==> config.mk <==
export PLATFORM = sky130hd
export DESIGN_NAME = tcr_config_regs
export DESIGN_NICKNAME = d
export VERILOG_FILES = /design/src/design/tcr_pkg.sv /design/src/design/tcr_synth_select.sv /design/src/design/tcr_level_watch.sv /design/src/design/tcr_config_regs.sv
export SDC_FILE = /design/constraint.sdc
export NUM_CORES = 1
export LEC_CHECK = 0
export BUFFER_PORTS_ARGS = -buffer_cell sky130_fd_sc_hd__buf_4
export CORE_AREA = 2 2 144 174
export CTS_CLUSTER_DIAMETER = 40
export DETAILED_ROUTE_END_ITERATION = 6
export DIE_AREA = 0 0 146 176
export PLACE_DENSITY_LB_ADDON = 0.2
export RECOVER_POWER = 50
export SLEW_MARGIN = 30
export SYNTH_ARGS = -nofsm -noshare
export SYNTH_HDL_FRONTEND = slang
export SYNTH_SLANG_ARGS = --single-unit
==> constraint.sdc <==
create_clock -name clk -period 4.2 [get_ports clk]
set_clock_uncertainty 0.1 [all_clocks]
set_input_delay 0.84 -clock clk [delete_from_list [all_inputs] [get_ports clk]]
set_output_delay 0.84 -clock clk [all_outputs]
set_load 0.005 [all_outputs]
==> src/design/tcr_pkg.sv <==
// shared constants, types and helpers for the transceiver config bank
package tcr_pkg;

  // bus geometry
  localparam int ADDR_W = 8;
  localparam int DATA_W = 32;

  // register indices; byte address is four times the index
  localparam logic [5:0] IDX_BITRATE = 6'h03;
  localparam logic [5:0] IDX_FLOOR   = 6'h04;
  localparam logic [5:0] IDX_QUEUE   = 6'h05;
  localparam logic [5:0] IDX_REF_A   = 6'h06;
  localparam logic [5:0] IDX_PRE_A   = 6'h07;
  localparam logic [5:0] IDX_SW_A    = 6'h08;
  localparam logic [5:0] IDX_REF_B   = 6'h09;
  localparam logic [5:0] IDX_PRE_B   = 6'h0A;
  localparam logic [5:0] IDX_SW_B    = 6'h0B;
  localparam logic [5:0] IDX_RAMP    = 6'h0C;
  localparam logic [5:0] IDX_SET     = 6'h0D;
  localparam logic [5:0] IDX_STATUS  = 6'h10;
  localparam logic [5:0] IDX_MASK    = 6'h11;

  // values after reset
  localparam logic [6:0] BITRATE_RST = 7'h07;
  localparam logic [7:0] FLOOR_RST   = 8'h0C;
  localparam logic [1:0] QSIZE_RST   = 2'h0;
  localparam logic [5:0] THRESH_RST  = 6'h0F;
  localparam logic [7:0] REF_A_RST   = 8'h77;
  localparam logic [7:0] PRE_A_RST   = 8'h64;
  localparam logic [7:0] SW_A_RST    = 8'h32;
  localparam logic [7:0] REF_B_RST   = 8'h74;
  localparam logic [7:0] PRE_B_RST   = 8'h62;
  localparam logic [7:0] SW_B_RST    = 8'h32;
  localparam logic [7:0] RAMP_RST    = 8'h20;
  localparam logic [6:0] DEPTH_RST   = 7'h10;

  // field positions
  localparam int QSIZE_LSB = 6;
  localparam int RAMP_LSB  = 3;

  // interrupt status bits
  localparam int IRQ_ABOVE = 0;
  localparam int IRQ_FULL  = 1;

  // bus responses
  localparam logic [1:0] RESP_OKAY   = 2'h0;
  localparam logic [1:0] RESP_DECERR = 2'h3;

  // read channel states
  typedef enum logic [1:0]
  {
    RD_IDLE = 2'b01,
    RD_DATA = 2'b10
  } tcr_rd_e;

  // buffer depth in bytes: 16, 32, 48 or 64
  function automatic logic [6:0] tcr_depth_bytes(input logic [1:0] code);
    tcr_depth_bytes = {1'b0, code, 4'h0} + 7'h10;
  endfunction : tcr_depth_bytes

endpackage : tcr_pkg

==> src/design/tcr_synth_select.sv <==
// registered chooser between the two synthesizer counter sets
`timescale 1ns/1ps
module tcr_synth_select
(
  input  wire logic       clk,
  input  wire logic       reset,
  input  wire logic       choice,
  input  wire logic [7:0] ref_a,
  input  wire logic [7:0] pre_a,
  input  wire logic [7:0] sw_a,
  input  wire logic [7:0] ref_b,
  input  wire logic [7:0] pre_b,
  input  wire logic [7:0] sw_b,
  output logic      [7:0] ref_div,
  output logic      [7:0] prescale,
  output logic      [7:0] swallow
);
  import tcr_pkg::*;

  typedef struct packed
  {
    logic [7:0] ref_div;
    logic [7:0] prescale;
    logic [7:0] swallow;
  } tcr_sel_s;

  tcr_sel_s st;
  tcr_sel_s next_st;

  // zero picks the first set, one the second
  always_comb
  begin
    next_st.ref_div  = choice ? ref_b : ref_a;
    next_st.prescale = choice ? pre_b : pre_a;
    next_st.swallow  = choice ? sw_b  : sw_a;
  end

  // reset lands on the first set's defaults
  always_ff @(posedge clk)
  begin
    if (reset)
    begin
      st.ref_div  <= REF_A_RST;
      st.prescale <= PRE_A_RST;
      st.swallow  <= SW_A_RST;
    end
    else
      st <= next_st;
  end

  assign ref_div  = st.ref_div;
  assign prescale = st.prescale;
  assign swallow  = st.swallow;
endmodule : tcr_synth_select

==> src/design/tcr_level_watch.sv <==
// compares the buffer fill level against threshold and depth
`timescale 1ns/1ps
module tcr_level_watch
(
  input  wire logic       clk,
  input  wire logic       reset,
  input  wire logic [6:0] level,
  input  wire logic [5:0] threshold,
  input  wire logic [1:0] size_code,
  output logic            above,
  output logic            full
);
  import tcr_pkg::*;

  typedef struct packed
  {
    logic above;
    logic full;
  } tcr_lvl_s;

  tcr_lvl_s st;
  tcr_lvl_s next_st;

  // flag follows the level both ways, no latching here
  always_comb
  begin
    next_st.above = level > {1'b0, threshold};
    next_st.full  = level >= tcr_depth_bytes(size_code);
  end

  always_ff @(posedge clk)
  begin
    if (reset)
      st <= '0;
    else
      st <= next_st;
  end

  assign above = st.above;
  assign full  = st.full;
endmodule : tcr_level_watch

==> src/design/tcr_config_regs.sv <==
// transceiver configuration register bank with an AXI4-Lite slave
`timescale 1ns/1ps
module tcr_config_regs
(
  input  wire logic                       clk,
  input  wire logic                       reset,
  input  wire logic [tcr_pkg::ADDR_W-1:0] s_axi_awaddr,
  input  wire logic                       s_axi_awvalid,
  output logic                            s_axi_awready,
  input  wire logic [tcr_pkg::DATA_W-1:0] s_axi_wdata,
  input  wire logic [3:0]                 s_axi_wstrb,
  input  wire logic                       s_axi_wvalid,
  output logic                            s_axi_wready,
  output logic      [1:0]                 s_axi_bresp,
  output logic                            s_axi_bvalid,
  input  wire logic                       s_axi_bready,
  input  wire logic [tcr_pkg::ADDR_W-1:0] s_axi_araddr,
  input  wire logic                       s_axi_arvalid,
  output logic                            s_axi_arready,
  output logic      [tcr_pkg::DATA_W-1:0] s_axi_rdata,
  output logic      [1:0]                 s_axi_rresp,
  output logic                            s_axi_rvalid,
  input  wire logic                       s_axi_rready,
  input  wire logic [6:0]                 buffer_level,
  output logic      [6:0]                 bit_rate_code,
  output logic      [7:0]                 onoff_floor_level,
  output logic      [6:0]                 buffer_depth,
  output logic      [5:0]                 buffer_threshold,
  output logic      [7:0]                 ref_divider,
  output logic      [7:0]                 prescale_count,
  output logic      [7:0]                 swallow_count,
  output logic      [1:0]                 amp_ramp_setting,
  output logic                            buffer_above_threshold,
  output logic                            irq
);
  import tcr_pkg::*;

  typedef struct packed
  {
    logic       aw_have;
    logic [5:0] aw_idx;
    logic       w_have;
    logic [7:0] w_data;
    logic       w_strb;
    logic       awready;
    logic       wready;
    logic       bvalid;
    logic [1:0] bresp;
    tcr_rd_e    rd;
    logic       arready;
    logic [7:0] rdata;
    logic [1:0] rresp;
    logic [6:0] bitrate;
    logic [7:0] floor;
    logic [7:0] qcfg;
    logic [7:0] ref_a;
    logic [7:0] pre_a;
    logic [7:0] sw_a;
    logic [7:0] ref_b;
    logic [7:0] pre_b;
    logic [7:0] sw_b;
    logic [7:0] ramp;
    logic       choice;
    logic [6:0] depth;
    logic [1:0] status;
    logic [1:0] mask;
    logic       above_q;
    logic       full_q;
    logic       irq;
  } tcr_regs_s;

  tcr_regs_s st;
  tcr_regs_s next_st;
  logic      lvl_above;
  logic      lvl_full;

  // byte address to register index; low two bits are don't-care
  function automatic logic [5:0] reg_index(input logic [ADDR_W-1:0] a);
    reg_index = a[7:2];
  endfunction : reg_index

  // which indices answer OKAY; all others answer DECERR
  function automatic logic idx_mapped(input logic [5:0] idx);
    case (idx)
      IDX_BITRATE, IDX_FLOOR, IDX_QUEUE, IDX_REF_A, IDX_PRE_A, IDX_SW_A,
      IDX_REF_B, IDX_PRE_B, IDX_SW_B, IDX_RAMP, IDX_SET, IDX_STATUS,
      IDX_MASK: idx_mapped = 1'b1;
      default:  idx_mapped = 1'b0;
    endcase
  endfunction : idx_mapped

  // fill-level comparison, registered inside
  tcr_level_watch u_level
  (
    .clk       (clk),
    .reset     (reset),
    .level     (buffer_level),
    .threshold (st.qcfg[5:0]),
    .size_code (st.qcfg[7:QSIZE_LSB]),
    .above     (lvl_above),
    .full      (lvl_full)
  );

  // active counter set for the synthesizer
  tcr_synth_select u_synth
  (
    .clk      (clk),
    .reset    (reset),
    .choice   (st.choice),
    .ref_a    (st.ref_a),
    .pre_a    (st.pre_a),
    .sw_a     (st.sw_a),
    .ref_b    (st.ref_b),
    .pre_b    (st.pre_b),
    .sw_b     (st.sw_b),
    .ref_div  (ref_divider),
    .prescale (prescale_count),
    .swallow  (swallow_count)
  );

  // bus channels, register writes, reads and interrupt status
  always_comb
  begin
    logic [1:0] clr;
    logic [1:0] set;
    clr     = 2'h0;
    set     = 2'h0;
    next_st = st;

    // address and data are taken in either order
    if (s_axi_awvalid && st.awready)
    begin
      next_st.aw_have = 1'b1;
      next_st.aw_idx  = reg_index(s_axi_awaddr);
    end
    if (s_axi_wvalid && st.wready)
    begin
      next_st.w_have = 1'b1;
      next_st.w_data = s_axi_wdata[7:0];
      next_st.w_strb = s_axi_wstrb[0];
    end
    if (st.bvalid && s_axi_bready)
      next_st.bvalid = 1'b0;

    // commit once both halves are here; only byte lane 0 carries data
    if (st.aw_have && st.w_have)
    begin
      next_st.aw_have = 1'b0;
      next_st.w_have  = 1'b0;
      next_st.bvalid  = 1'b1;
      next_st.bresp   = idx_mapped(st.aw_idx) ? RESP_OKAY : RESP_DECERR;
      if (st.w_strb)
      begin
        case (st.aw_idx)
          IDX_BITRATE: next_st.bitrate = st.w_data[6:0];
          IDX_FLOOR:   next_st.floor   = st.w_data;
          IDX_QUEUE:   next_st.qcfg    = st.w_data;
          IDX_REF_A:   next_st.ref_a   = st.w_data;
          IDX_PRE_A:   next_st.pre_a   = st.w_data;
          IDX_SW_A:    next_st.sw_a    = st.w_data;
          IDX_REF_B:   next_st.ref_b   = st.w_data;
          IDX_PRE_B:   next_st.pre_b   = st.w_data;
          IDX_SW_B:    next_st.sw_b    = st.w_data;
          IDX_RAMP:    next_st.ramp    = st.w_data;
          IDX_SET:     next_st.choice  = st.w_data[0];
          IDX_MASK:    next_st.mask    = st.w_data[1:0];
          default:     next_st.choice  = st.choice;
        endcase
      end
    end
    // no new write until the response has gone
    next_st.awready = !next_st.aw_have && !next_st.bvalid;
    next_st.wready  = !next_st.w_have && !next_st.bvalid;

    // read side: one beat in flight, data held until rready
    case (st.rd)
      RD_IDLE:
      begin
        if (s_axi_arvalid && st.arready)
        begin
          next_st.rd    = RD_DATA;
          next_st.rresp = idx_mapped(reg_index(s_axi_araddr)) ?
                          RESP_OKAY : RESP_DECERR;
          case (reg_index(s_axi_araddr))
            IDX_BITRATE: next_st.rdata = {1'b0, st.bitrate};
            IDX_FLOOR:   next_st.rdata = st.floor;
            IDX_QUEUE:   next_st.rdata = st.qcfg;
            IDX_REF_A:   next_st.rdata = st.ref_a;
            IDX_PRE_A:   next_st.rdata = st.pre_a;
            IDX_SW_A:    next_st.rdata = st.sw_a;
            IDX_REF_B:   next_st.rdata = st.ref_b;
            IDX_PRE_B:   next_st.rdata = st.pre_b;
            IDX_SW_B:    next_st.rdata = st.sw_b;
            IDX_RAMP:    next_st.rdata = st.ramp;
            IDX_SET:     next_st.rdata = {7'h00, st.choice};
            IDX_STATUS:
            begin
              next_st.rdata = {6'h00, st.status};
              clr           = st.status; // read clears what it saw
            end
            IDX_MASK:    next_st.rdata = {6'h00, st.mask};
            default:     next_st.rdata = 8'h00;
          endcase
        end
      end
      RD_DATA:
      begin
        if (s_axi_rready)
          next_st.rd = RD_IDLE;
      end
      default: next_st.rd = RD_IDLE;
    endcase
    next_st.arready = (next_st.rd == RD_IDLE);

    // depth in bytes tracks the size code
    next_st.depth = tcr_depth_bytes(next_st.qcfg[7:QSIZE_LSB]);

    // rising edges of the level flags; set beats a clearing read
    set[IRQ_ABOVE]  = lvl_above && !st.above_q;
    set[IRQ_FULL]   = lvl_full && !st.full_q;
    next_st.above_q = lvl_above;
    next_st.full_q  = lvl_full;
    next_st.status  = (st.status & ~clr) | set;
    next_st.irq     = |(next_st.status & next_st.mask);
  end

  // reset loads the power-on defaults
  always_ff @(posedge clk)
  begin
    if (reset)
    begin
      st         <= '0;
      st.rd      <= RD_IDLE;
      st.bitrate <= BITRATE_RST;
      st.floor   <= FLOOR_RST;
      st.qcfg    <= {QSIZE_RST, THRESH_RST};
      st.depth   <= DEPTH_RST;
      st.ref_a   <= REF_A_RST;
      st.pre_a   <= PRE_A_RST;
      st.sw_a    <= SW_A_RST;
      st.ref_b   <= REF_B_RST;
      st.pre_b   <= PRE_B_RST;
      st.sw_b    <= SW_B_RST;
      st.ramp    <= RAMP_RST;
    end
    else
      st <= next_st;
  end

  // outputs straight from the state register; the level flag straight from the level watcher's register
  assign s_axi_awready          = st.awready;
  assign s_axi_wready           = st.wready;
  assign s_axi_bvalid           = st.bvalid;
  assign s_axi_bresp            = st.bresp;
  assign s_axi_arready          = st.arready;
  assign s_axi_rvalid           = (st.rd == RD_DATA);
  assign s_axi_rdata            = {24'h000000, st.rdata};
  assign s_axi_rresp            = st.rresp;
  assign bit_rate_code          = st.bitrate;
  assign onoff_floor_level      = st.floor;
  assign buffer_depth           = st.depth;
  assign buffer_threshold       = st.qcfg[5:0];
  assign amp_ramp_setting       = st.ramp[RAMP_LSB+1:RAMP_LSB];
  assign buffer_above_threshold = lvl_above;
  assign irq                    = st.irq;
endmodule : tcr_config_regs

# Yosys cells after proc, flatten, opt, wreduce, memory -nomap -nowiden
# Memories as Yosys holds them, arrays and structs flattened. A register that Yosys moved wholly into a read port is not among the register bits.
# Cells that the tools add are included.
[totals]
reg_bits = 155
romBits = 64
in_bits = 66
out_inout_bits = 97
wordCells = 140
mem_count = 2
[mem_list]
columns = ["name", "words", "width", "read_ports", "rd_ports_with_merged_regs", "wr", "line_no", "source"]
rows = [
  ["(name not given)", 32, 1, 1, 1, 0, "tcr_config_regs.sv:84", "case (idx)"],
  ["(name not given)", 32, 1, 1, 0, 0, "tcr_config_regs.sv:84", ""],
]
[op_classes]
n_addsub = 2
order_cmp = 2
n_eq_ne = 28
muxes = 39
bitwise_logic = 4
n_reduce_logical = 27
[ops]
columns = ["operator", "n"]
rows = [
  ["two-way mux 65 bit", 2],
  ["case mux 8 bit (13 select lines)", 1],
  ["two-way mux 8 bit", 11],
  ["equality test 6 x 4 -> 1 bit (second input constant)", 12],
  ["equality test 6 x 3 -> 1 bit (second input constant)", 8],
  ["AND reduction 3 bit", 11],
  ["two-way mux 2 bit", 10],
  ["equality test 6 x 5 -> 1 bit (second input constant)", 3],
  ["adder 6 x 5 -> 7 bit (second input constant)", 2],
  ["equality test 6 x 2 -> 1 bit (second input constant)", 2],
  ["two-way mux 10 bit", 1],
  ["two-way mux 5 bit", 2],
  ["logical AND 1 bit", 9],
  ["two-way mux 1 bit", 9],
  [">= comparator 7 bit", 1],
  ["greater-than comparator 7 x 6 -> 1 bit", 1],
  ["two-way mux 7 bit", 1],
  ["logical NOT 1 bit", 5],
  ["AND 2 bit", 2],
  ["equality test 2 x 1 -> 1 bit (second input constant)", 2],
  ["case mux 2 bit (2 select lines)", 1],
  ["two-way mux 3 bit", 1],
  ["equality test 2 bit (second input constant)", 1],
  ["inverter 2 bit", 1],
  ["other kinds (3)", 3],
]

# Longest topological paths before layout
[depth]
ltp_word = 9
ltp_mapped = 8
depth_no_buf = 7

# Modules after synthesis
# From an unflattened synthesis, not the netlist that was laid out.
[unflattened]
cells_unflattened = 715
area_unflattened_um2 = 7110.6
[modules_own_cells]
columns = ["module", "instances", "cells_each", "area_per_inst_um2", "seq_area_each_um2"]
rows = [
  ["tcr_config_regs", 1, 601, 5911.9, 2482.4],
  ["tcr_synth_select", 1, 77, 883.3, 480.5],
  ["tcr_level_watch", 1, 37, 315.3, 40.0],
]

# Least setup slack after synthesis
# No wires, ideal clock.
[synth_path]
path_type = "in2reg"
start = "input port s_axi_araddr[6] in the netlist's numbering"
end = "register st (netlist bit s_axi_rdata[1])"
setup_ns = 0.060
arrival_ns = 2.237
t_required_ns = 4.040
path_slack_ns = 1.803
stages = 6
path_buffers = 1
path_cell_list = "clkbuf_1 -> or4b_2 -> o21ai_0 -> a21oi_1 -> o2111ai_1 -> and3_1"
[synth_via]
elab_chain_cells = 2
elab_cells_between_ends = 14
classes_between = "eq/ne: 13; mux: 1"
[synth_lines]
columns = ["element", "line_no", "source"]
rows = [
  ["start, declared", "tcr_config_regs.sv:17", "input wire logic [tcr_pkg::ADDR_W-1:0] s_axi_araddr,"],
  ["equality test 6 x 5 -> 1 bit, or another cell as far along", "tcr_config_regs.sv:184", "case (reg_index(s_axi_araddr))"],
  ["case mux 8 bit (13 select lines) *", "tcr_config_regs.sv:184", ""],
  ["end signal, assigned", "tcr_config_regs.sv:247", "st <= next_st;"],
  ["end, declared", "tcr_config_regs.sv:72", "tcr_regs_s st;"],
]
# Every way passes the cells marked *; elsewhere a longest branch is shown, timed or not.
# A chain may end at the register's enable or synchronous reset.

==> metrics.md <==
| Metric | Value |
|---|---|
| Core area | ~24000 um2 |
| Max H-tree Level | 4 |
| Layout cells sized above 1 | 0.186 |
| Vias in the first global route | ~5200 |
| Pint | approximately 2500 uW |
| # setup viols final | 0 |
| Avg WL per Cell | approximately 18 um |
| Sw Pwr | slightly above 800 uW |
| Post-synthesis sequential area ratio | 0.424 |
| Avg Cell Area, Syn | 9.07 um2 |
| Fin. max-slew vios | 24 |
| Crit path DAT | between 3 and 4 ns |
| Post-cts sizing count | 0 |
| Power per cell area | between 400 and 500 nW/um2 |
| Initial Util | 0.297 |
| Hold Fails Final Rpt | 0 |
| Flop pwr share | 0.450 |
| DRT Wirelength | just over 20000 um |
| Status | finished, violations left |
| RSZ-0062 raised after global routing | no |
| Clock transition at path regs | roughly 0.06 ns |
| Initial drt markers | approximately 380 |
| Maximum clock path buffer count | 2 |
| Detail Route Antenna Nets | 0 |
| Required @ worst endpoint | roughly 4.4 ns |
| Num Clock Sinks | 150 |
| DP Wirelength | roughly 15000 um |
| Synth Flop Type | dfxtp_1 |
| Port buffer count | 103 |
| Drt drc | 0 |
| Crit path launch type | flop |
| FP Rows | 62 |
| Final Net Count | 902 |
| Max Cap Violations | 1 |
| Top routing layer used | met4 |
| Die Height | 176 um |
| Die Wd | about 150 um |
| Tot GR Track Use | 0.160 |
| Minimum clock period | between 3 and 4 ns |
| Pin count of the biggest net entering global routing | between 50 and 60 |
| Worst slew pin tran | roughly 1.8 ns |
| Routed met2 length | 9740 um |
| CP max FO | 13 |
| Post-synth cell types | 65 |
| CP endpoint kind | flop |
| CTS root buf | clkbuf_16 |
| Peak supply drop | approximately 0.27 mV |
| TritonCTS clock tree | yes |
| Vias | about 5500 |
| Post-synth EDFFs | 0 |
| Post-layout util | 0.347 |
| Post-synthesis cell count | a little under 800 |
| Period utilization | 0.719 |
| Worst skew pair latency | between 0.4 and 0.5 ns |
| Ys async rst share | 0 |
| DRT met1 WL | slightly below 10000 um |
| Post-cts hold buffer count | 0 |
| Top Ports | around 160 |
| Ant. Diodes | 0 |
| Cell Area, Synth | between 7000 and 8000 um2 |
| Ys Warns | 0 |
| Hold WC Path Type | reg2reg |
| Flip-flop and latch count after synthesis | 150 |
| Setup TNS | 0 ns |
| Initial antenna violation count | 0 |
| Clock Power Share | 0.473 |
| P_leak | between 0.003 and 0.004 uW |
| First-pass GRT wire length | 31400 um |
| Slew HR | -0.211 |
| Area delta synth->final | 16.8% |
| Drt via density | around 4.7 |
| Postcts setup bufs | 0 |
| Failing checks | max-capacitance violations, max-slew violations |
| Die area | around 26000 um2 |
| Global route overflow | 0 |
| Routability Congestion | 0.779 |
| First-pass iteration count of the detailed router | 4 |
| Most frequent cells in the layout | 150 x dfxtp_1, 103 x nand2_1, 100 x mux2i_1, 73 x nor2_1, 57 x clkbuf_4 |
| Critical path class | reg2reg |
| Achievable Freq | around 0.33 GHz |
| Combinational Power Share | 0.077 |
| Most common cell after layout, fill and taps aside | dfxtp_1 |
| CTS Buf Count | 17 |
| Switching Fraction | 0.242 |
| Met3 wire length | slightly above 800 um |
==> critical path, stage by stage (launching register included) <==
cell	delay, ns
dfxtp_1	0.44
nand3_1	0.29
nor3_1	0.35
clkbuf_1	0.49
nand2_1	0.40
mux2i_1	0.33
inv_1	0.07
ha_1	0.28
nor2b_1	0.12
==> power by group through the flow <==
stage	clock network (uW)	logic, uW	registers, uW
after detailed placement	0	259	1530
after floorplan	0	199	1500
after global routing	1670	289	1500
after CTS	1610	260	1500
after global placement	0	259	1530
final	1570	258	1500
==> cell usage after synthesis, types with 3 or more instances <==
| library cell | count | area, um2 |
|---|---|---|
| o2bb2ai_1 | 3 | 26.3 |
| a222oi_1 | 3 | 30.0 |
| mux2_2 | 7 | 78.8 |
| nor3b_1 | 3 | 22.5 |
| nand2_1 | 103 | 387 |
| and3_1 | 6 | 37.5 |
| a32oi_1 | 3 | 26.3 |
| buf_4 | 66 | 495 |
| nor4b_1 | 3 | 26.3 |
| ha_1 | 13 | 163 |
| nor3_1 | 5 | 25.0 |
| a21oi_1 | 48 | 240 |
| a221oi_1 | 3 | 26.3 |
| nor4_1 | 3 | 18.8 |
| and2_1 | 3 | 18.8 |
| dfxtp_1 | 150 | 3000 |
| nand3_1 | 26 | 130 |
| o21ai_0 | 19 | 95.1 |
| clkbuf_1 | 40 | 150 |
| mux2i_1 | 100 | 1000 |
| inv_1 | 16 | 60.1 |
| a22oi_1 | 5 | 37.5 |
| nor2_1 | 73 | 274 |
| buf_2 | 8 | 40.0 |
| a21o_1 | 3 | 22.5 |
| nor2b_1 | 12 | 75.1 |
| a21boi_0 | 3 | 22.5 |
| nor4b_2 | 4 | 60.1 |
==> layout make-up <==
type | instances | area [um2]
Inverter | 17 | 63.8
Multi-Input combinational cell | 525 | 3410
Sequential cell | 150 | 3000
Fill cell | 2523 | 15600
Clock buffer | 21 | 460
Timing Repair Buffer | 112 | 796
Tap cell | 320 | 400
Clock inverter | 10 | 146
==> registers in the layout, indices dropped and copies added (netlist names), 6 cells and up, named ones only <==
signal / flops
st: 82
onoff_floor_level: 8
s_axi_rdata: 8
u_synth.prescale: 8
u_synth.ref_div: 8
u_synth.swallow: 8
bit_rate_code: 7
buffer_threshold: 6
==> per-stage QoR <==
step	worst slack, ns	cells	hold WS [ns]	power, uW	area, um2
final	1.18	1155	0.359	3330	8280
after global routing	0.859	1155	0.373	3460	8280
after CTS	1.58	1155	0.361	3370	8340
after detailed placement	1.25	1124	0.346	1790	7730
after global placement	1.22	1124	0.349	1790	7730
after floorplan	1.80	808	0.330	1700	7190
==> layer usage <==
metal / global-route usage / up-vias
met5: 0 / -
met4: 0.0437 / 0
met3: 0.0372 / 13
met2: 0.256 / 160
met1: 0.218 / 2611
li1: - / 2696
==> logic make-up (layout without fill, tap and decap cells) <==
group	Yosys count	after routing	synth area share
simple gates	261	261	0.182
flops	150	150	0.424
buf+inv	133	160	0.108
compound gates	114	114	0.104
mux	109	109	0.159
fa+ha+maj	13	13	0.0230
other cells	1	28	0.000529
==> final timing paths <==
check                                          start  slack [ns]  depth (start not counted)                         end
worst max register to register    st[121]$_SDFF_PP0_        1.18                          8  buffer_depth[5]$_SDFF_PP0_
worst max-delay path              st[121]$_SDFF_PP0_        1.18                          8  buffer_depth[5]$_SDFF_PP0_
worst min register to register  st[112]$_SDFFE_PP0P_        0.36                          2        st[112]$_SDFFE_PP0P_
worst min-delay path            st[112]$_SDFFE_PP0P_        0.36                          2        st[112]$_SDFFE_PP0P_
(Power assumes the default switching activity.)
